[src/bpm_pkg.sv]
// constants shared by the breakpoint match register set
package bpm_pkg;
  localparam int SEL_W = 4;
  localparam int DATA_W = 32;
  localparam int ATTR_W = 16;
  localparam int TRIG_W = 16;
  localparam int LANES = 4;
  localparam int LANE_W = 8;

  // debug register numbers
  localparam logic [SEL_W-1:0] REG_CONFIG = 4'h0;
  localparam logic [SEL_W-1:0] REG_ATTR = 4'h6;
  localparam logic [SEL_W-1:0] REG_TRIG = 4'h7;
  localparam logic [SEL_W-1:0] REG_PC_VALUE = 4'h8;
  localparam logic [SEL_W-1:0] REG_PC_MASK = 4'h9;
  localparam logic [SEL_W-1:0] REG_UPPER = 4'hC;
  localparam logic [SEL_W-1:0] REG_LOWER = 4'hD;
  localparam logic [SEL_W-1:0] REG_DATA_VALUE = 4'hE;
  localparam logic [SEL_W-1:0] REG_DATA_MASK = 4'hF;

  // bus attribute match layout
  localparam int RWM_BIT = 15;
  localparam int SZM_HI = 14;
  localparam int SZM_LO = 13;
  localparam int TTM_HI = 12;
  localparam int TTM_LO = 11;
  localparam int TMM_HI = 10;
  localparam int TMM_LO = 8;
  localparam int RW_BIT = 7;
  localparam int SZ_HI = 6;
  localparam int SZ_LO = 5;
  localparam int TT_HI = 4;
  localparam int TT_LO = 3;
  localparam int TM_HI = 2;
  localparam int TM_LO = 0;
  localparam logic [ATTR_W-1:0] ATTR_RESET = 16'h0005;

  // size and transfer type codes
  localparam logic [1:0] SIZE_LONG = 2'h0;
  localparam logic [1:0] SIZE_BYTE = 2'h1;
  localparam logic [1:0] SIZE_WORD = 2'h2;
  localparam logic [1:0] TT_NORMAL = 2'h0;
  localparam logic [1:0] TT_ALT_MASTER = 2'h1;
  localparam logic [1:0] TT_EMULATOR = 2'h2;
  localparam logic [1:0] TT_ACK = 2'h3;

  // trigger definition, level one half
  localparam int TRG_PC_INVERT = 0;
  localparam int TRG_PC_EN = 1;
  localparam int TRG_LOW_EN = 2;
  localparam int TRG_RANGE_EN = 3;
  localparam int TRG_OUTSIDE_EN = 4;
  localparam int TRG_DATA_INVERT = 5;
  localparam int TRG_ED_UU = 6;
  localparam int TRG_ED_UM = 7;
  localparam int TRG_ED_LM = 8;
  localparam int TRG_ED_LL = 9;
  localparam int TRG_ED_WU = 10;
  localparam int TRG_ED_WL = 11;
  localparam int TRG_ED_LW = 12;
  localparam logic [TRIG_W-1:0] TRIG_RESET = 16'h0000;

  // configuration/status
  localparam int LOCK_BIT = 16;
  localparam logic [LANES-1:0] ALL_LANES = 4'hF;
  localparam logic [DATA_W-1:0] ZERO_WORD = 32'h0000_0000;
endpackage

[src/bpm_breakpoint_match.sv]
// breakpoint match registers with address, attribute, pc and data comparators
`timescale 1ns/1ps
module bpm_breakpoint_match (
  // clock and reset
  input wire logic sys_clk,
  input wire logic reset,
  // serial debug port register commands
  input wire logic debugRegWriteCmd,
  input wire logic debugRegReadCmd,
  input wire logic [bpm_pkg::SEL_W-1:0] hostRegSelect,
  input wire logic [bpm_pkg::DATA_W-1:0] hostWriteData,
  output logic [bpm_pkg::DATA_W-1:0] hostReadData,
  output logic hostReadValid,
  // serial debug port memory access
  input wire logic hostMemAccess,
  input wire logic [bpm_pkg::DATA_W-1:0] hostMemAddr,
  input wire logic [bpm_pkg::DATA_W-1:0] hostMemData,
  output logic [1:0] memSpaceType,
  output logic [2:0] memSpaceModifier,
  output logic memAltMaster,
  // supervisor debug-write instruction
  input wire logic debugWriteInstruction,
  input wire logic [bpm_pkg::SEL_W-1:0] cpuRegSelect,
  input wire logic [bpm_pkg::DATA_W-1:0] cpuWriteData,
  // processor local bus
  input wire logic busValid,
  input wire logic [bpm_pkg::DATA_W-1:0] busAddr,
  input wire logic [bpm_pkg::DATA_W-1:0] busData,
  input wire logic busRead,
  input wire logic [1:0] busSize,
  input wire logic [1:0] busType,
  input wire logic [2:0] busMod,
  // program counter
  input wire logic pcValid,
  input wire logic [bpm_pkg::DATA_W-1:0] pcValue,
  // comparator results and lock state
  output logic addrHit,
  output logic pcHit,
  output logic dataHit,
  output logic processorWriteLock
);
  import bpm_pkg::*;

  typedef struct packed {
    logic lock;
    logic [TRIG_W-1:0] trig;
    logic [ATTR_W-1:0] attr;
    logic [DATA_W-1:0] pcBreakValue;
    logic [DATA_W-1:0] pcBreakMask;
    logic [DATA_W-1:0] upperBound;
    logic [DATA_W-1:0] lowerBound;
    logic [DATA_W-1:0] dataBreakValue;
    logic [DATA_W-1:0] dataBreakMask;
    logic addrHit;
    logic pcHit;
    logic dataHit;
    logic [DATA_W-1:0] rdData;
    logic rdValid;
    logic altMaster;
  } bpm_state_t;

  bpm_state_t state_r;
  bpm_state_t state_nxt;

  logic addrHitComb;
  logic pcHitComb;
  logic dataHitComb;
  logic [LANES-1:0] dataLanes;
  logic dataEnable;

  // lane order: bit 3 is data[31:24], bit 0 is data[7:0]
  always_comb begin
    dataLanes = {state_r.trig[TRG_ED_UU], state_r.trig[TRG_ED_UM],
                 state_r.trig[TRG_ED_LM], state_r.trig[TRG_ED_LL]}
      | {{2{state_r.trig[TRG_ED_WU]}}, {2{state_r.trig[TRG_ED_WL]}}}
      | {LANES{state_r.trig[TRG_ED_LW]}};
    dataEnable = |dataLanes;
  end

  bpm_addr_cmp u_addr_cmp (
    .lower(state_r.lowerBound),
    .upper(state_r.upperBound),
    .attr(state_r.attr),
    .outsideEn(state_r.trig[TRG_OUTSIDE_EN]),
    .rangeEn(state_r.trig[TRG_RANGE_EN]),
    .lowEn(state_r.trig[TRG_LOW_EN]),
    .addr(busAddr),
    .busRead(busRead),
    .busSize(busSize),
    .busType(busType),
    .busMod(busMod),
    .hit(addrHitComb)
  );

  bpm_masked_cmp u_pc_cmp (
    .value(state_r.pcBreakValue),
    .mask(state_r.pcBreakMask),
    .enable(state_r.trig[TRG_PC_EN]),
    .invert(state_r.trig[TRG_PC_INVERT]),
    .laneEn(ALL_LANES),
    .sample(pcValue),
    .hit(pcHitComb)
  );

  bpm_masked_cmp u_data_cmp (
    .value(state_r.dataBreakValue),
    .mask(state_r.dataBreakMask),
    .enable(dataEnable),
    .invert(state_r.trig[TRG_DATA_INVERT]),
    .laneEn(dataLanes),
    .sample(busData),
    .hit(dataHitComb)
  );

  // shared write decode for both writers; only the host may touch the lock
  function automatic bpm_state_t applyWrite(input bpm_state_t s, input logic [SEL_W-1:0] sel,
                                            input logic [DATA_W-1:0] d, input logic fromHost);
    bpm_state_t r;
    r = s;
    unique case (sel)
      REG_CONFIG: if (fromHost) r.lock = d[LOCK_BIT];
      REG_ATTR: r.attr = d[ATTR_W-1:0];
      REG_TRIG: r.trig = d[TRIG_W-1:0];
      REG_PC_VALUE: r.pcBreakValue = d;
      REG_PC_MASK: r.pcBreakMask = d;
      REG_UPPER: r.upperBound = d;
      REG_LOWER: r.lowerBound = d;
      REG_DATA_VALUE: r.dataBreakValue = d;
      REG_DATA_MASK: r.dataBreakMask = d;
      default: r = s;
    endcase
    return r;
  endfunction

  // narrow registers read back zero-extended to a full word
  function automatic logic [DATA_W-1:0] readWord(input bpm_state_t s,
                                                 input logic [SEL_W-1:0] sel);
    logic [DATA_W-1:0] w;
    w = ZERO_WORD;
    unique case (sel)
      REG_CONFIG: w[LOCK_BIT] = s.lock;
      REG_ATTR: w[ATTR_W-1:0] = s.attr;
      REG_TRIG: w[TRIG_W-1:0] = s.trig;
      REG_PC_VALUE: w = s.pcBreakValue;
      REG_PC_MASK: w = s.pcBreakMask;
      REG_UPPER: w = s.upperBound;
      REG_LOWER: w = s.lowerBound;
      REG_DATA_VALUE: w = s.dataBreakValue;
      REG_DATA_MASK: w = s.dataBreakMask;
      default: w = ZERO_WORD;
    endcase
    return w;
  endfunction

  always_comb begin
    state_nxt = state_r;
    // a processor write is dropped when the host writes in the same cycle; host wins
    if (debugWriteInstruction && !state_r.lock && !debugRegWriteCmd) begin
      state_nxt = applyWrite(state_r, cpuRegSelect, cpuWriteData, 1'b0);
    end
    if (debugRegWriteCmd) begin
      state_nxt = applyWrite(state_r, hostRegSelect, hostWriteData, 1'b1);
    end
    // shared hardware: a memory command clobbers these two
    if (hostMemAccess) begin
      state_nxt.upperBound = hostMemAddr;
      state_nxt.dataBreakMask = hostMemData;
    end
    state_nxt.rdValid = debugRegReadCmd;
    state_nxt.rdData = debugRegReadCmd ? readWord(state_r, hostRegSelect) : state_r.rdData;
    state_nxt.addrHit = busValid && addrHitComb;
    state_nxt.dataHit = busValid && dataHitComb;
    state_nxt.pcHit = pcValid && pcHitComb;
    state_nxt.altMaster = (state_nxt.attr[TT_HI:TT_LO] == TT_ALT_MASTER);
  end

  always_ff @(posedge sys_clk) begin
    if (reset) begin
      state_r <= '0;
      state_r.attr <= ATTR_RESET;
      state_r.trig <= TRIG_RESET;
    end else begin
      state_r <= state_nxt;
    end
  end

  assign hostReadData = state_r.rdData;
  assign hostReadValid = state_r.rdValid;
  assign memSpaceType = state_r.attr[TT_HI:TT_LO];
  assign memSpaceModifier = state_r.attr[TM_HI:TM_LO];
  assign memAltMaster = state_r.altMaster;
  assign addrHit = state_r.addrHit;
  assign pcHit = state_r.pcHit;
  assign dataHit = state_r.dataHit;
  assign processorWriteLock = state_r.lock;

  property p_lock_blocks_cpu;
    @(posedge sys_clk) disable iff (reset)
    (debugWriteInstruction && state_r.lock && !debugRegWriteCmd && !hostMemAccess)
      |=> $stable(state_r.pcBreakValue) && $stable(state_r.lowerBound) && $stable(state_r.attr);
  endproperty
  a_lock_blocks_cpu: assert property (p_lock_blocks_cpu)
    else $error("locked cpu write landed");

  property p_cpu_write_pc;
    @(posedge sys_clk) disable iff (reset)
    (debugWriteInstruction && !state_r.lock && !debugRegWriteCmd && cpuRegSelect == REG_PC_VALUE)
      |=> state_r.pcBreakValue == $past(cpuWriteData);
  endproperty
  a_cpu_write_pc: assert property (p_cpu_write_pc)
    else $error("cpu pc value write lost");

  property p_mem_clobber;
    @(posedge sys_clk) disable iff (reset)
    hostMemAccess |=> state_r.upperBound == $past(hostMemAddr)
      && state_r.dataBreakMask == $past(hostMemData);
  endproperty
  a_mem_clobber: assert property (p_mem_clobber)
    else $error("memory access did not overwrite");

  property p_host_lock;
    @(posedge sys_clk) disable iff (reset)
    (debugRegWriteCmd && hostRegSelect == REG_CONFIG)
      |=> processorWriteLock == $past(hostWriteData[LOCK_BIT]);
  endproperty
  a_host_lock: assert property (p_host_lock) else $error("host lock write wrong");

  property p_read_word;
    @(posedge sys_clk) disable iff (reset)
    (debugRegReadCmd && hostRegSelect == REG_ATTR)
      |=> hostReadValid && hostReadData == {16'h0000, $past(state_r.attr)};
  endproperty
  a_read_word: assert property (p_read_word) else $error("attribute readback wrong");

  property p_attr_reset;
    @(posedge sys_clk) reset |=> state_r.attr == ATTR_RESET && memSpaceModifier == 3'h5;
  endproperty
  a_attr_reset: assert property (p_attr_reset)
    else $error("attribute reset value wrong");

  property p_addr_disabled;
    @(posedge sys_clk) disable iff (reset)
    (state_r.trig[TRG_OUTSIDE_EN:TRG_LOW_EN] == 3'h0) |=> !addrHit;
  endproperty
  a_addr_disabled: assert property (p_addr_disabled)
    else $error("address hit while disabled");

  property p_range_hit;
    @(posedge sys_clk) disable iff (reset)
    (busValid && state_r.trig[TRG_RANGE_EN] && state_r.attr[RWM_BIT:TMM_LO] == 8'hFF
      && busAddr >= state_r.lowerBound && busAddr <= state_r.upperBound) |=> addrHit;
  endproperty
  a_range_hit: assert property (p_range_hit)
    else $error("inclusive range missed");

  property p_pc_hit;
    @(posedge sys_clk) disable iff (reset)
    (pcValid && state_r.trig[TRG_PC_EN] && !state_r.trig[TRG_PC_INVERT]
      && (((pcValue ^ state_r.pcBreakValue) & ~state_r.pcBreakMask) == ZERO_WORD)) |=> pcHit;
  endproperty
  a_pc_hit: assert property (p_pc_hit) else $error("masked pc match missed");

  property p_data_miss;
    @(posedge sys_clk) disable iff (reset)
    (busValid && state_r.trig[TRG_ED_LW] && !state_r.trig[TRG_DATA_INVERT]
      && (((busData ^ state_r.dataBreakValue) & ~state_r.dataBreakMask) != ZERO_WORD))
      |=> !dataHit;
  endproperty
  a_data_miss: assert property (p_data_miss)
    else $error("data hit on unmasked mismatch");

  // read pulse, remaining write paths, alt master flag and compare modes, each against its own rule
  property p_read_pulse;
    @(posedge sys_clk) disable iff (reset)
    !debugRegReadCmd |=> !hostReadValid;
  endproperty
  a_read_pulse: assert property (p_read_pulse) else $error("read valid without a read");

  property p_cpu_upper;
    @(posedge sys_clk) disable iff (reset)
    (debugWriteInstruction && !state_r.lock && !debugRegWriteCmd && !hostMemAccess
      && cpuRegSelect == REG_UPPER) |=> state_r.upperBound == $past(cpuWriteData);
  endproperty
  a_cpu_upper: assert property (p_cpu_upper) else $error("cpu upper write lost");

  property p_host_mask;
    @(posedge sys_clk) disable iff (reset)
    (debugRegWriteCmd && hostRegSelect == REG_DATA_MASK && !hostMemAccess)
      |=> state_r.dataBreakMask == $past(hostWriteData);
  endproperty
  a_host_mask: assert property (p_host_mask) else $error("host mask write lost");

  property p_alt_master;
    @(posedge sys_clk) disable iff (reset)
    memAltMaster == (memSpaceType == TT_ALT_MASTER);
  endproperty
  a_alt_master: assert property (p_alt_master) else $error("alt master flag wrong");

  property p_outside_hit;
    @(posedge sys_clk) disable iff (reset)
    (busValid && state_r.trig[TRG_OUTSIDE_EN] && state_r.attr[RWM_BIT:TMM_LO] == 8'hFF
      && (busAddr < state_r.lowerBound || busAddr > state_r.upperBound)) |=> addrHit;
  endproperty
  a_outside_hit: assert property (p_outside_hit) else $error("outside range missed");

  property p_low_hit;
    @(posedge sys_clk) disable iff (reset)
    (busValid && state_r.trig[TRG_LOW_EN] && state_r.attr[RWM_BIT:TMM_LO] == 8'hFF
      && busAddr == state_r.lowerBound) |=> addrHit;
  endproperty
  a_low_hit: assert property (p_low_hit) else $error("lower bound address missed");

  property p_attr_miss;
    @(posedge sys_clk) disable iff (reset)
    (state_r.attr[RWM_BIT:TMM_LO] == 8'h00
      && {busRead, busSize, busType, busMod} != state_r.attr[RW_BIT:TM_LO]) |=> !addrHit;
  endproperty
  a_attr_miss: assert property (p_attr_miss) else $error("attribute mismatch hit");

  property p_pc_idle;
    @(posedge sys_clk) disable iff (reset)
    (!pcValid || !state_r.trig[TRG_PC_EN]) |=> !pcHit;
  endproperty
  a_pc_idle: assert property (p_pc_idle) else $error("pc hit while idle");

  property p_data_idle;
    @(posedge sys_clk) disable iff (reset)
    (!busValid || state_r.trig[TRG_ED_LW:TRG_ED_UU] == 7'h00) |=> !dataHit;
  endproperty
  a_data_idle: assert property (p_data_idle) else $error("data hit while idle");
endmodule // bpm_breakpoint_match

[src/bpm_addr_cmp.sv]
// operand address range and bus attribute comparator
`timescale 1ns/1ps
module bpm_addr_cmp (
  // bounds and attributes
  input wire logic [bpm_pkg::DATA_W-1:0] lower,
  input wire logic [bpm_pkg::DATA_W-1:0] upper,
  input wire logic [bpm_pkg::ATTR_W-1:0] attr,
  input wire logic outsideEn,
  input wire logic rangeEn,
  input wire logic lowEn,
  // local bus transfer
  input wire logic [bpm_pkg::DATA_W-1:0] addr,
  input wire logic busRead,
  input wire logic [1:0] busSize,
  input wire logic [1:0] busType,
  input wire logic [2:0] busMod,
  // result
  output logic hit
);
  import bpm_pkg::*;
  logic [7:0] attrDiff;
  logic [7:0] attrMask;
  logic attrOk;
  logic inRange;

  always_comb begin
    attrDiff = attr[RW_BIT:TM_LO] ^ {busRead, busSize, busType, busMod};
    attrMask = attr[RWM_BIT:TMM_LO];
    attrOk = ((attrDiff & ~attrMask) == 8'h00);
    inRange = (addr >= lower) && (addr <= upper);
    hit = attrOk && ((rangeEn && inRange) || (outsideEn && !inRange)
      || (lowEn && (addr == lower)));
  end
endmodule // bpm_addr_cmp

[src/bpm_masked_cmp.sv]
// masked pattern comparator with per-byte lane enables and invert
`timescale 1ns/1ps
module bpm_masked_cmp (
  // pattern
  input wire logic [bpm_pkg::DATA_W-1:0] value,
  input wire logic [bpm_pkg::DATA_W-1:0] mask,
  // control
  input wire logic enable,
  input wire logic invert,
  input wire logic [bpm_pkg::LANES-1:0] laneEn,
  // observed word
  input wire logic [bpm_pkg::DATA_W-1:0] sample,
  // result
  output logic hit
);
  import bpm_pkg::*;
  logic [LANES-1:0] laneEq;

  genvar i;
  generate
    for (i = 0; i < LANES; i++) begin : g_lane
      // a one in the mask drops that bit from the compare
      assign laneEq[i] = (((sample[i*LANE_W +: LANE_W] ^ value[i*LANE_W +: LANE_W])
        & ~mask[i*LANE_W +: LANE_W]) == 8'h00);
    end
  endgenerate

  assign hit = enable && ((&(laneEq | ~laneEn)) ^ invert);
endmodule // bpm_masked_cmp

[config.mk]
export PLATFORM = sky130hd
export DESIGN_NAME = bpm_breakpoint_match
export DESIGN_NICKNAME = d
export VERILOG_FILES = /design/src/bpm_pkg.sv /design/src/bpm_breakpoint_match.sv /design/src/bpm_addr_cmp.sv /design/src/bpm_masked_cmp.sv
export SDC_FILE = /design/constraint.sdc
export NUM_CORES = 1
export LEC_CHECK = 0
export ABC_CLOCK_PERIOD_IN_PS = 2350
export BUFFER_PORTS_ARGS = -buffer_cell sky130_fd_sc_hd__buf_2
export CORE_AREA = 8 8 267 269
export CTS_CLUSTER_SIZE = 28
export DETAILED_ROUTE_END_ITERATION = 7
export DIE_AREA = 0 0 275 277
export GPL_TIMING_DRIVEN = 0
export PLACE_DENSITY_LB_ADDON = 0.15
export SLEW_MARGIN = 20
export SYNTH_ARGS = -nofsm -noshare
export SYNTH_HDL_FRONTEND = slang
export SYNTH_HIERARCHICAL = 1
export SYNTH_SLANG_ARGS = --single-unit
export TNS_END_PERCENT = 30
[constraint.sdc]
create_clock -name sys_clk -period 2.35 [get_ports sys_clk]
set_input_delay 0.705 -clock sys_clk [delete_from_list [all_inputs] [get_ports sys_clk]]
set_output_delay 0.705 -clock sys_clk [all_outputs]
set_load 0.03 [all_outputs]
* Word level (Yosys, flattened, before mapping) *
Index checks and enable logic that the tools add are counted.

cells by class
  order comparisons = 2
  eq/ne operators = 26
  muxes and demuxes = 24
  bitwise operators = 33
  reductions and logical operators = 49

operators by type and width
  kind                                                                   count
  32-bit two-way mux                                                     14
  262-bit two-way mux                                                    1
  261-bit two-way mux                                                    1
  16-bit case mux with 8 select lines                                    1
  15-bit case mux with 6 select lines                                    1
  8-bit AND                                                              9
  8-bit zero test                                                        9
  8-bit inverter                                                         9
  8-bit bitwise XOR                                                      9
  16-bit two-way mux                                                     4
  4-bit equality test, second input constant                             12
  32-bit equality test                                                   1
  32-bit >= comparator                                                   1
  32-bit less-or-equal comparator                                        1
  3-bit AND reduction                                                    8
  4-bit by 3-bit equality test with 1-bit output, second input constant  4
  2-bit nonzero test                                                     7
  1-bit logical AND                                                      12
  2-bit by 1-bit != test with 1-bit output, second input constant        6
  4-bit OR                                                               3
  3-bit nonzero test                                                     3
  4-bit AND reduction                                                    2
  1-bit case mux with 7 select lines                                     1
  3-bit by 1-bit != test with 1-bit output, second input constant        2
  9 further kinds                                                        13

word-level totals
  register bits after elaboration = 262

* Depth between registers and ports, before layout *
Gate-level depths: netlist of run 1.

  depth in word-level cells = 8
  gate-level depth with buffers = 10
  mapped depth without buffers = 10

* Cells and area by module *
The synthesis of run 1 kept the hierarchy.

by module, submodules not included
  module                instances  cells an instance  area an instance (um^2)
  bpm_breakpoint_match  1          1,369              12,537.0
  bpm_addr_cmp          1          238                1,778.0
  bpm_masked_cmp        2          56                 441.7

* Worst setup path after synthesis of run 1 *
OpenSTA, ideal clock, no wires.

  path kind = input to register
  from = input busAddr[0] (netlist bit)
  to = register state_r (netlist bit addrHit)
  library setup time = 115 ps
  arrival = 2,430 ps
  setup slack = -195 ps
  stages on the path = 10
  buffers on the path = 0
  path through = inv_1 ha_1 nand2b_1 a221o_1 a221oi_2 a2111oi_2 o211ai_2 mux2i_1 a21oi_1 and3_1

on the way
  cells in the longest elaborated chain, start to end = 8
  elaborated cells between the ends (all ways) = 12
  those cells by class = 2 x order compare; 1 x eq/ne; 9 x reduce/logical

RTL lines
  element                                                                         line                         source
  from (decl)                                                                     bpm_breakpoint_match.sv:27   input wire logic [bpm_pkg::DATA_W-1:0] busAddr,
  32-bit >= comparator / 32-bit less-or-equal comparator (equally long branches)  bpm_addr_cmp.sv:30           inRange = (addr >= lower) && (addr <= upper);
  1-bit logical AND                                                               bpm_addr_cmp.sv:30
  1-bit zero test                                                                 bpm_addr_cmp.sv:31           hit = attrOk && ((rangeEn && inRange) || (outsideEn && !inRange)
  1-bit logical AND                                                               bpm_addr_cmp.sv:31
  1-bit logical OR                                                                bpm_addr_cmp.sv:31
  1-bit logical OR *                                                              bpm_addr_cmp.sv:32           || (lowEn && (addr == lower)));
  1-bit logical AND *                                                             bpm_addr_cmp.sv:31
  named net addrHitComb                                                           bpm_breakpoint_match.sv:65   logic addrHitComb;
  1-bit logical AND *                                                             bpm_breakpoint_match.sv:171  state_nxt.addrHit = busValid && addrHitComb;
  to (signal assigned)                                                            bpm_breakpoint_match.sv:183  state_r <= state_nxt;
  to (decl)                                                                       bpm_breakpoint_match.sv:62   bpm_state_t state_r;

The timed path passes the listed nets; every way through them passes the cells marked *.
A chain may end at the register's enable or synchronous reset.

* Final worst setup path of run 1 *
  from = register state_r[102] (netlist bit)
  to = register state_r (netlist bit addrHit)

on the way
  cells in the longest elaborated chain, start to end = 8
  elaborated cells between the ends (all ways) = 11
  those cells by class = 1 x order compare; 1 x eq/ne; 9 x reduce/logical

RTL lines
  element                line
  32-bit >= comparator   bpm_addr_cmp.sv:30
  1-bit logical AND      bpm_addr_cmp.sv:30
  1-bit zero test        bpm_addr_cmp.sv:31
  1-bit logical AND      bpm_addr_cmp.sv:31
  1-bit logical OR       bpm_addr_cmp.sv:31
  1-bit logical OR *     bpm_addr_cmp.sv:32
  1-bit logical AND *    bpm_addr_cmp.sv:31
  named net addrHitComb  bpm_breakpoint_match.sv:65
  1-bit logical AND *    bpm_breakpoint_match.sv:171

Marks and branches as above.

==> results of run 1 <==
-- sequential cells by signal (all words and copies together), names as in the netlist --
register            flops
addrHit                 1
processorWriteLock      1
memAltMaster            1
memSpaceModifier        3
memSpaceType            2
dataHit                 1
hostReadData           32
state_r               219
hostReadValid           1
pcHit                   1
-- worst min-delay path by stage --
stage | startpoint | endpoint | slack (ns) | cells after the start
3_3_place_gp | hostReadData[5] | hostReadData[5] | 0.45 | 2
3_5_place_dp | hostReadData[5] | hostReadData[5] | 0.44 | 2
2_1_floorplan | hostReadData[0] | hostReadData[0] | 0.43 | 2
4_1_cts | reset | hostReadValid | 0.30 | 2
5_1_grt | reset | hostReadValid | 0.30 | 2
6_report | reset | hostReadValid | 0.32 | 2
-- kinds of logic (layout without fill, tap and decap cells) --
kind of cell / after synthesis / count (layout)
AO/OA/AOI/OAI: 547 / 547
XOR/XNOR: 72 / 72
AND/OR/NAND/NOR: 389 / 389
adder cells (fa/ha/maj): 64 / 64
other: 1 / 17
buffers and inverters: 243 / 601
flip-flops: 262 / 262
multiplexers: 141 / 141
-- stage by stage --
stage	area [µm²]	total power [mW]	setup slack [ns]	setup TNS, ns	utilization, %
after CTS	19000	12.1	-0.368	-0.368	28.5
final	19200	12.0	-0.281	-0.281	28.8
after detailed placement	17800	7.02	-1.13	-97.13	26.7
after global placement	17800	6.99	-1.12	-93.14	26.6
after global routing	19200	12.4	-0.360	-0.360	28.8
after floorplan	15300	6.00	-0.110	-0.110	-
-- final cells by class --
cell class,count,area (µm²),share of cell area [%]
multi-input cells,1217,9010,46.9
flip-flops and latches,262,5280,27.4
repair buffers,302,1550,8.07
well taps,873,1090,5.68
plain buffers,172,956,4.97
clock buffers,41,903,4.70
inverters,71,269,1.40
clock inverters,15,135,0.702
diodes,13,32.5,0.169
-- power groups by stage --
stage	clock network (mW)	logic (mW)	registers [mW]
after CTS	5.11	2.13	4.82
after detailed placement	0	2.10	4.92
after global routing	5.25	2.34	4.84
after global placement	0	2.07	4.92
final	5.02	2.19	4.82
after floorplan	0	1.17	4.83
-- per-layer routing --
metal | GRT usage [%] | vias up | wire length (µm)
met2 | 32.6 | 706 | 36900
met1 | 26.8 | 7430 | 35900
met5 | 0 | - | 52
li1 | - | 7054 | -
met3 | 5.30 | 130 | 6720
met4 | 6.30 | 8 | 2760
-- cells in the final DEF, fill, tap and decap left out, types with 14 or more instances in the layout --
cell and instances:
a211oi_1 159, a21oi_1 36, a221oi_1 25, a22o_1 48, a22oi_1 31, a32oi_1 14
buf_2 338, buf_4 72, clkbuf_1 55, clkbuf_16 31, dfxtp_1 238, dfxtp_2 22
ha_1 53, inv_1 65, mux2i_1 134, nand2_1 86, nand3_1 40, nand4_1 14
nor2_1 179, nor2b_1 16, o21a_1 34, o21ai_0 50, o22ai_1 69, o31ai_1 31
xnor2_1 72
-- repair_timing --
| action | 4_1_cts | 5_1_grt |
|---|---|---|
| setup buffers | 2 | 9 |
| endpoints found under the hold margin | 0 | 0 |
| pin swaps | 11 | 22 |
| endpoints found under the setup margin | 24 | 15 |
| gates resized for setup | 20 | 45 |
| hold buffers | 0 | 0 |
-- synthesized netlist by cell type (33+ instances only) --
master / count
nand3_1: 40
a211oi_1: 159
ha_1: 64
o21ai_0: 51
nor2_1: 180
o21a_1: 34
clkbuf_1: 59
dfxtp_1: 262
nand2_1: 86
a22oi_1: 33
a22o_1: 48
a21oi_1: 37
inv_1: 70
mux2i_1: 135
buf_2: 51
o22ai_1: 69
buf_4: 58
xnor2_1: 72
==> flow_summary.ini, run 1 <==
[logic_synthesis]
ys.flop_type = dfxtp_1
synth_warnings = 6
synth_top_family_by_area = compound AO/OA/AOI/OAI gates
syn_area_per_cell_um2 = 8.84
synth.area.mux_share_pct = 9.34
synthCells = 1719
synth-simple-area-share_pct = 12.3
synth_seq_area_share_pct = 34.5
syn_area_um2 = 15200
synth_fa_ha_area_share_pct = 5.27
netlist.area_leader.share_pct = 34.5
ys_types = 76
ys_async_sr_fraction_pct = 0
synthXorXnorAreaFrac_pct = 4.15
ys_top_cells_by_area = dfxtp_1 35%, mux2i_1 8.9%, a211oi_1 7.9%
synth_compound_area_share_pct = 26.4
synth-seq-cells = 262
yosysTopAreaCell = dfxtp_1
synth_edf_count = 0

[flow_run]
drv_cap = 0

[sta]
period_needed_ns = 2.63
finalSetupViolations = 1
skew_ns = 0.0229
maxSlewViolCount = 0
max_freq_mhz = 380
fin_hold_ws_ns = 0.317
hold_violations = 0
setup_ws_ns = -0.281
slew-limit-headroom_pct = 37.3
rsz0062_at_grt = true
min_period_over_period_pct = 112
tightest_slew_ns = 0.928

[worst_setup_path]
cpLargestDelayFamily = compound AO/OA/AOI/OAI gates
crit_buf_inv = 1
cp.required_ns = 2.82
cp.depth = 10
arrival_ns = 3.10
r2r_setup_slack_ns = -0.28
worst_setup_path_end_kind = flop
crit_chain = inv_2 > ha_4 > and3_4 > a221o_1 > a221oi_4 > a2111oi_4 > o211ai_4 > mux2i_2 > a21oi_4 > and3_1
slowest_delay_ns = 0.41
slowest_stage = a221o_1
rr_worst_depth = 10
startpoint_type = flop
reg2reg_from = state_r[102]
worst-setup-path-type = flop to flop
crit_end = addrHit
crit_start = state_r[102]
reg2reg_to = addrHit
critPathMaxFanout = 3

[grt]
grt_max_degree = 15
first_global_vias = 15300
antenna_found_initial = 19
grtUsageTotal_pct = 20.5
overflow = 0
grt_first_pass_wirelength_mm = 113

[floorplan]
rows = 95
die_h_um = 277
io_pins = 291
die_width_um = 275
core_um2 = 66800
fp.dieArea_um2 = 76200
start_util_pct = 22.8

[placed_design]
place_hpwl_mm = 68.7
port_buffers = 287
gp_congestion = 0.914
dp_cells = 2886

[clock_network]
cts_buffer_depth = 3
ctsHtreeMaxLevel = 1
cts_made_buffers = 31
cts_tree = built
clk_latency_ns = 0.60
clkTransAtPathRegs_ns = 0.06
clock-root-buffer = clkbuf_16
cts_sinks = 262

[cells_and_area]
stdcell_count = 2966
layout.nets = 2369
drive_gt1_share_pct = 26.7
fillerInstances = 7383
syn_to_final_growth_pct = 26.6

[power_and_ir_drop]
power_frac_seq_pct = 40.1
pwr-share-clk_pct = 41.7
internal_power_mw = 8.35
vdd_drop_max_mv = 0.379
cellPowerDensity_nw_per_um2 = 626
switching_power_mw = 3.69
p_comb_share_pct = 18.2
p_leak_nw = 7.30
switching_share_pct = 30.6

[drt]
routed_wl_mm = 82.3
remaining_drc_errors = 0
drt-pass1-iter-count = 7
drtIter0Drc = 1234
vias = 15300
vias_per_cell = 5.17
post_drt_wl_per_cell_um = 27.8
antenna_left = 0

[run_status]
run_status = finished, violations left
violations = setup timing

[min_path]
hp-class = input pin to flop
Note: power is estimated with default switching activity, not from simulation.
==> inputs of run 2 (changes only) <==
--- a/config.mk
+++ b/config.mk
@@ -5,12 +5,12 @@
 export SDC_FILE = /design/constraint.sdc
 export NUM_CORES = 1
 export LEC_CHECK = 0
-export ABC_CLOCK_PERIOD_IN_PS = 2350
-export BUFFER_PORTS_ARGS = -buffer_cell sky130_fd_sc_hd__buf_2
-export CORE_AREA = 8 8 267 269
+export ABC_CLOCK_PERIOD_IN_PS = 3020
+export BUFFER_PORTS_ARGS = -buffer_cell sky130_fd_sc_hd__buf_4
+export CORE_AREA = 8 8 341 211
 export CTS_CLUSTER_SIZE = 28
 export DETAILED_ROUTE_END_ITERATION = 7
-export DIE_AREA = 0 0 275 277
+export DIE_AREA = 0 0 349 219
 export GPL_TIMING_DRIVEN = 0
 export PLACE_DENSITY_LB_ADDON = 0.15
 export SLEW_MARGIN = 20
==> constraint.sdc (replaced) <==
create_clock -name sys_clk -period 3.02 [get_ports sys_clk]
set_input_delay 0.906 -clock sys_clk [delete_from_list [all_inputs] [get_ports sys_clk]]
set_output_delay 0.906 -clock sys_clk [all_outputs]
set_load 0.03 [all_outputs]
==> run 2 against run 1 <==
Compared with the run above:
- the run now ends clean
- clock skew rose by 0.015 ns
- register-to-register slack gained 0.31 ns
- clock power is 18% lower
- via count grew 0.14%
- count of clock-buffer cells in the layout decreased by 1
- maximum frequency down 12%
- combinational power decreased by 21%
- global-route usage decreased by 0.36 points
- first-iteration DRC count is 18% higher
- worst hold slack better by 0.14 ns
- final cell count grew 0.57%
- setup slack better by 0.31 ns
- critical path type unchanged
- highest routed layer unchanged
==> flow_summary.ini, run 2 (same netlist as run 1, synthesis figures left out) <==
[run_status]
run_status = completed

[sta]
hold_violations = 0
finalSetupViolations = 0
tightest_slew_ns = 1.21
slew-limit-headroom_pct = 19.1
maxSlewViolCount = 0
tns_ns = 0
setup_ws_ns = 0.0325
skew_ns = 0.0376
rsz0062_at_grt = false
fin_hold_ws_ns = 0.454
min_period_over_period_pct = 98.9
max_freq_mhz = 335
period_needed_ns = 2.99

[clock_network]
clk_latency_ns = 0.60
cts_sinks = 262
cts_made_buffers = 31
ctsHtreeMaxLevel = 1
cts_tree = built
clkTransAtPathRegs_ns = 0.06
clock-root-buffer = clkbuf_16
cts_buffer_depth = 3

[drt]
vias = 15300
routed_wl_mm = 81.5
antenna_left = 0
drt-pass1-iter-count = 5
drtIter0Drc = 1454
vias_per_cell = 5.15
post_drt_wl_per_cell_um = 27.3
remaining_drc_errors = 0

[cells_and_area]
drive_gt1_share_pct = 23.7
fillerInstances = 7163
top_register = state_r
final_common_cell = buf_4
layout.nets = 2356
largest_reg_flops = 219
syn_to_final_growth_pct = 29.4
stdcell_count = 2983
layout_common_cells = 347 x buf_4, 262 x dfxtp_1, 179 x nor2_1, 159 x a211oi_1, 135 x mux2i_1

[power_and_ir_drop]
fin_total_pwr_mw = 9.61
p_leak_nw = 7.45
cellPowerDensity_nw_per_um2 = 489
vdd_drop_max_mv = 0.466

[worst_setup_path]
worst-setup-path-type = flop to flop
worst_setup_path_end_kind = flop
startpoint_type = flop
cp.required_ns = 3.53
arrival_ns = 3.50
critPathMaxFanout = 3

[floorplan]
core_um2 = 66900
die_width_um = 349
die_h_um = 219
rows = 74
fp.dieArea_um2 = 76400
start_util_pct = 22.7
io_pins = 291

[grt]
grt_max_degree = 16
grt_first_pass_wirelength_mm = 111
first_global_vias = 14800
grtUsageTotal_pct = 20.1
overflow = 0
antenna_found_initial = 11

[min_path]
hp-class = flop to flop

[flow_run]
drv_cap = 0

[placed_design]
dp_cells = 2921
place_ws_ns = -0.778
gp_congestion = 0.913
port_buffers = 287
place_hpwl_mm = 68.2
## run 2: report_power, final
group | internal, mW | total [mW] | switching [mW]
clock | 2.44 | 4.10 | 1.66
combinational | 0.705 | 1.74 | 1.03
sequential | 3.59 | 3.77 | 0.173
## run 2: worst max-delay path, cell delays in order (launching register included)
cell      delay (ns)
dfxtp_1         0.40
inv_1           0.07
ha_1            0.30
a21o_1          0.19
a221o_1         0.33
a221oi_2        0.32
o21ai_1         0.16
o211ai_2        0.45
mux2i_1         0.17
a21oi_2         0.31
and3_1          0.20
## run 2: cell type report
class                           count  area (µm²)  share of cell area (%)
Tap cell                          912        1140                    5.80
Antenna cell                        2        5.00                  0.0255
Clock buffer                       40         900                    4.58
Sequential cell                   262        5250                    26.7
Multi-Input combinational cell   1217        8770                    44.6
Clock inverter                     18         210                    1.07
Buffer                            172         950                    4.83
Timing Repair Buffer              289        2170                    11.0
Inverter                           71         267                    1.36
## run 2: timing repair
action | 4_1_cts | 5_1_grt
setup buffers | 1 | 0
hold buffers | 0 | 0
resized for setup | 4 | 1
pin swaps | 2 | 2
endpoints found under the setup margin | 1 | 1
## run 2: path summary, 6_finish.rpt
check | depth (start not counted) | slack [ns] | from | to
setup / recovery | 10 | 0.03 | state_r[126] | addrHit
hold / removal | 2 | 0.45 | hostReadData[10] | hostReadData[10]
hold reg to reg | 2 | 0.45 | hostReadData[10] | hostReadData[10]
setup reg to reg | 10 | 0.03 | state_r[126] | addrHit
## run 2: routing by layer
metal	up-vias	share of wire [%]	track usage, %
met5	-	0.075	0
met4	12	1.5	3.07
met3	88	8.4	4.58
met2	653	41	29.1
met1	7568	49	30.4
li1	7028	-	-
## run 2: per-stage QoR
step | cell area (µm²) | util (%)
after floorplan | 15200 | -
after global placement | 18500 | 27.6
after detailed placement | 18500 | 27.6
after CTS | 19600 | 29.3
after global routing | 19700 | 29.4
final | 19700 | 29.4
==> inputs of run 3 (changes only) <==
--- a/config.mk
+++ b/config.mk
@@ -12,6 +12,7 @@
 export DETAILED_ROUTE_END_ITERATION = 7
 export DIE_AREA = 0 0 349 219
 export GPL_TIMING_DRIVEN = 0
+export MAX_ROUTING_LAYER = met4
 export PLACE_DENSITY_LB_ADDON = 0.15
 export SLEW_MARGIN = 20
 export SYNTH_ARGS = -nofsm -noshare
==> run 3 against run 2 <==
Compared with the run above:
- global-route usage up 0.65 points
- clock power down 4%
- clock skew down 0.012 ns
- non-clock buffer count unchanged
- worst hold slack better by 0.0068 ns
- utilization about the same
- sequential share of layout area about the same
- setup slack better by 0.056 ns
- final cell count up 0.23%
- wire length about the same
- first-iteration DRC count down 14%
==> flow_summary.ini, run 3 (same netlist as run 1, synthesis figures left out) <==
[run_status]
run_status = completed

[sta]
finalSetupViolations = 0
min_period_over_period_pct = 97.1
rsz0062_at_grt = true
skew_ns = 0.0255
max_freq_mhz = 341
hold_violations = 0
slew-limit-headroom_pct = 13.6
tightest_slew_ns = 1.30
maxSlewViolCount = 0
setup_ws_ns = 0.0881
period_needed_ns = 2.93

[drt]
routed_wl_mm = 81.5
drtIter0Drc = 1255
vias_per_cell = 5.11
drt-pass1-iter-count = 5
remaining_drc_errors = 0
post_drt_wl_per_cell_um = 27.2
vias = 15300
antenna_left = 0

[cells_and_area]
layout_common_cells = 348 x buf_4, 261 x dfxtp_1, 179 x nor2_1, 159 x a211oi_1, 135 x mux2i_1
top_register = state_r
syn_to_final_growth_pct = 29.3
multiInputGateArea_um2 = 8800
final_common_cell = buf_4
seq_area_um2 = 5250
stdcell_count = 2990
largest_reg_flops = 219
drive_gt1_share_pct = 23.5
fillerInstances = 7117
layout.nets = 2359

[worst_setup_path]
r2r_setup_slack_ns = 0.10
worst_setup_path_end_kind = flop
cp.required_ns = 3.48
worst-setup-path-type = input pin to flop
critPathMaxFanout = 2
startpoint_type = input pin
arrival_ns = 3.39

[clock_network]
cts_buffer_depth = 3
clock-root-buffer = clkbuf_16
ctsHtreeMaxLevel = 2
cts_made_buffers = 34
cts_sinks = 262
cts_tree = built
clk_latency_ns = 0.54
clkTransAtPathRegs_ns = 0.06
hold_buffers = 0

[grt]
first_global_vias = 15000
grt_first_pass_wirelength_mm = 111
antenna_found_initial = 9
grtUsageTotal_pct = 20.8
overflow = 0
grt_max_degree = 12

[floorplan]
core_um2 = 66900
die_width_um = 349
io_pins = 291
start_util_pct = 22.7
die_h_um = 219
rows = 74
fp.dieArea_um2 = 76400

[placed_design]
place_hpwl_mm = 68.0
dp_cells = 2922
gp_congestion = 0.921
place_ws_ns = -0.769
port_buffers = 287

[min_path]
hp-class = flop to flop

[power_and_ir_drop]
p_leak_nw = 7.41
fin_total_pwr_mw = 9.46
vdd_drop_max_mv = 0.316
cellPowerDensity_nw_per_um2 = 481

[flow_run]
drv_cap = 0
-- run 3: routing by layer --
metal,global-route usage [%],up-vias,part of all wire (%)
met5,-,-,0
met4,4.17,0,1.8
met3,5.27,80,8.0
met2,29.0,608,41
met1,29.9,7562,50
li1,-,7041,-
-- run 3: critical path, stage by stage --
cell and delay (ns):
buf_4 0.12, ha_1 0.28, a21o_1 0.18, a221o_1 0.34, a221oi_2 0.33, o21ai_0 0.22
o211ai_4 0.34, mux2i_1 0.14, a21oi_2 0.31, and3_1 0.21
-- run 3: power by group --
group          switching (mW)  internal (mW)
clock                    1.67           2.27
sequential              0.174           3.60
combinational            1.04          0.708
-- run 3: what timing repair did --
item | CTS | global route
endpoints found under the setup margin | 1 | 2
hold endpoints to repair | 0 | 0
resized for setup | 5 | 3
pin swaps | 4 | 5
setup buffers | 1 | 0
-- run 3: path summary, 6_finish.rpt --
path                                 startpoint               to  cells after the start
worst min register to register  hostReadData[6]  hostReadData[6]                      2
worst max register to register     state_r[126]          addrHit                     10
worst max-delay path                busAddr[25]          addrHit                     10
worst min-delay path            hostReadData[6]  hostReadData[6]                      2
-- run 3: layout make-up --
type	instances	share of cell area, %
diodes	9	0.115
plain buffers	171	4.81
clock buffers	46	4.76
clock inverters	12	0.567
inverters	71	1.36
multi-input cells	1217	44.8
flip-flops and latches	262	26.7
well taps	912	5.81
repair buffers	290	11.1
-- run 3: per-stage QoR --
step | util, % | cell area (µm²) | TNS, ns | hold WS [ns]
after floorplan | - | 15200 | 0 | 0.426
after global placement | 27.6 | 18500 | -3.03 | 0.448
after detailed placement | 27.7 | 18500 | -2.05 | 0.452
after CTS | 29.3 | 19600 | 0 | 0.465
after global routing | 29.3 | 19600 | -0.00628 | 0.496
final | 29.4 | 19600 | 0 | 0.461
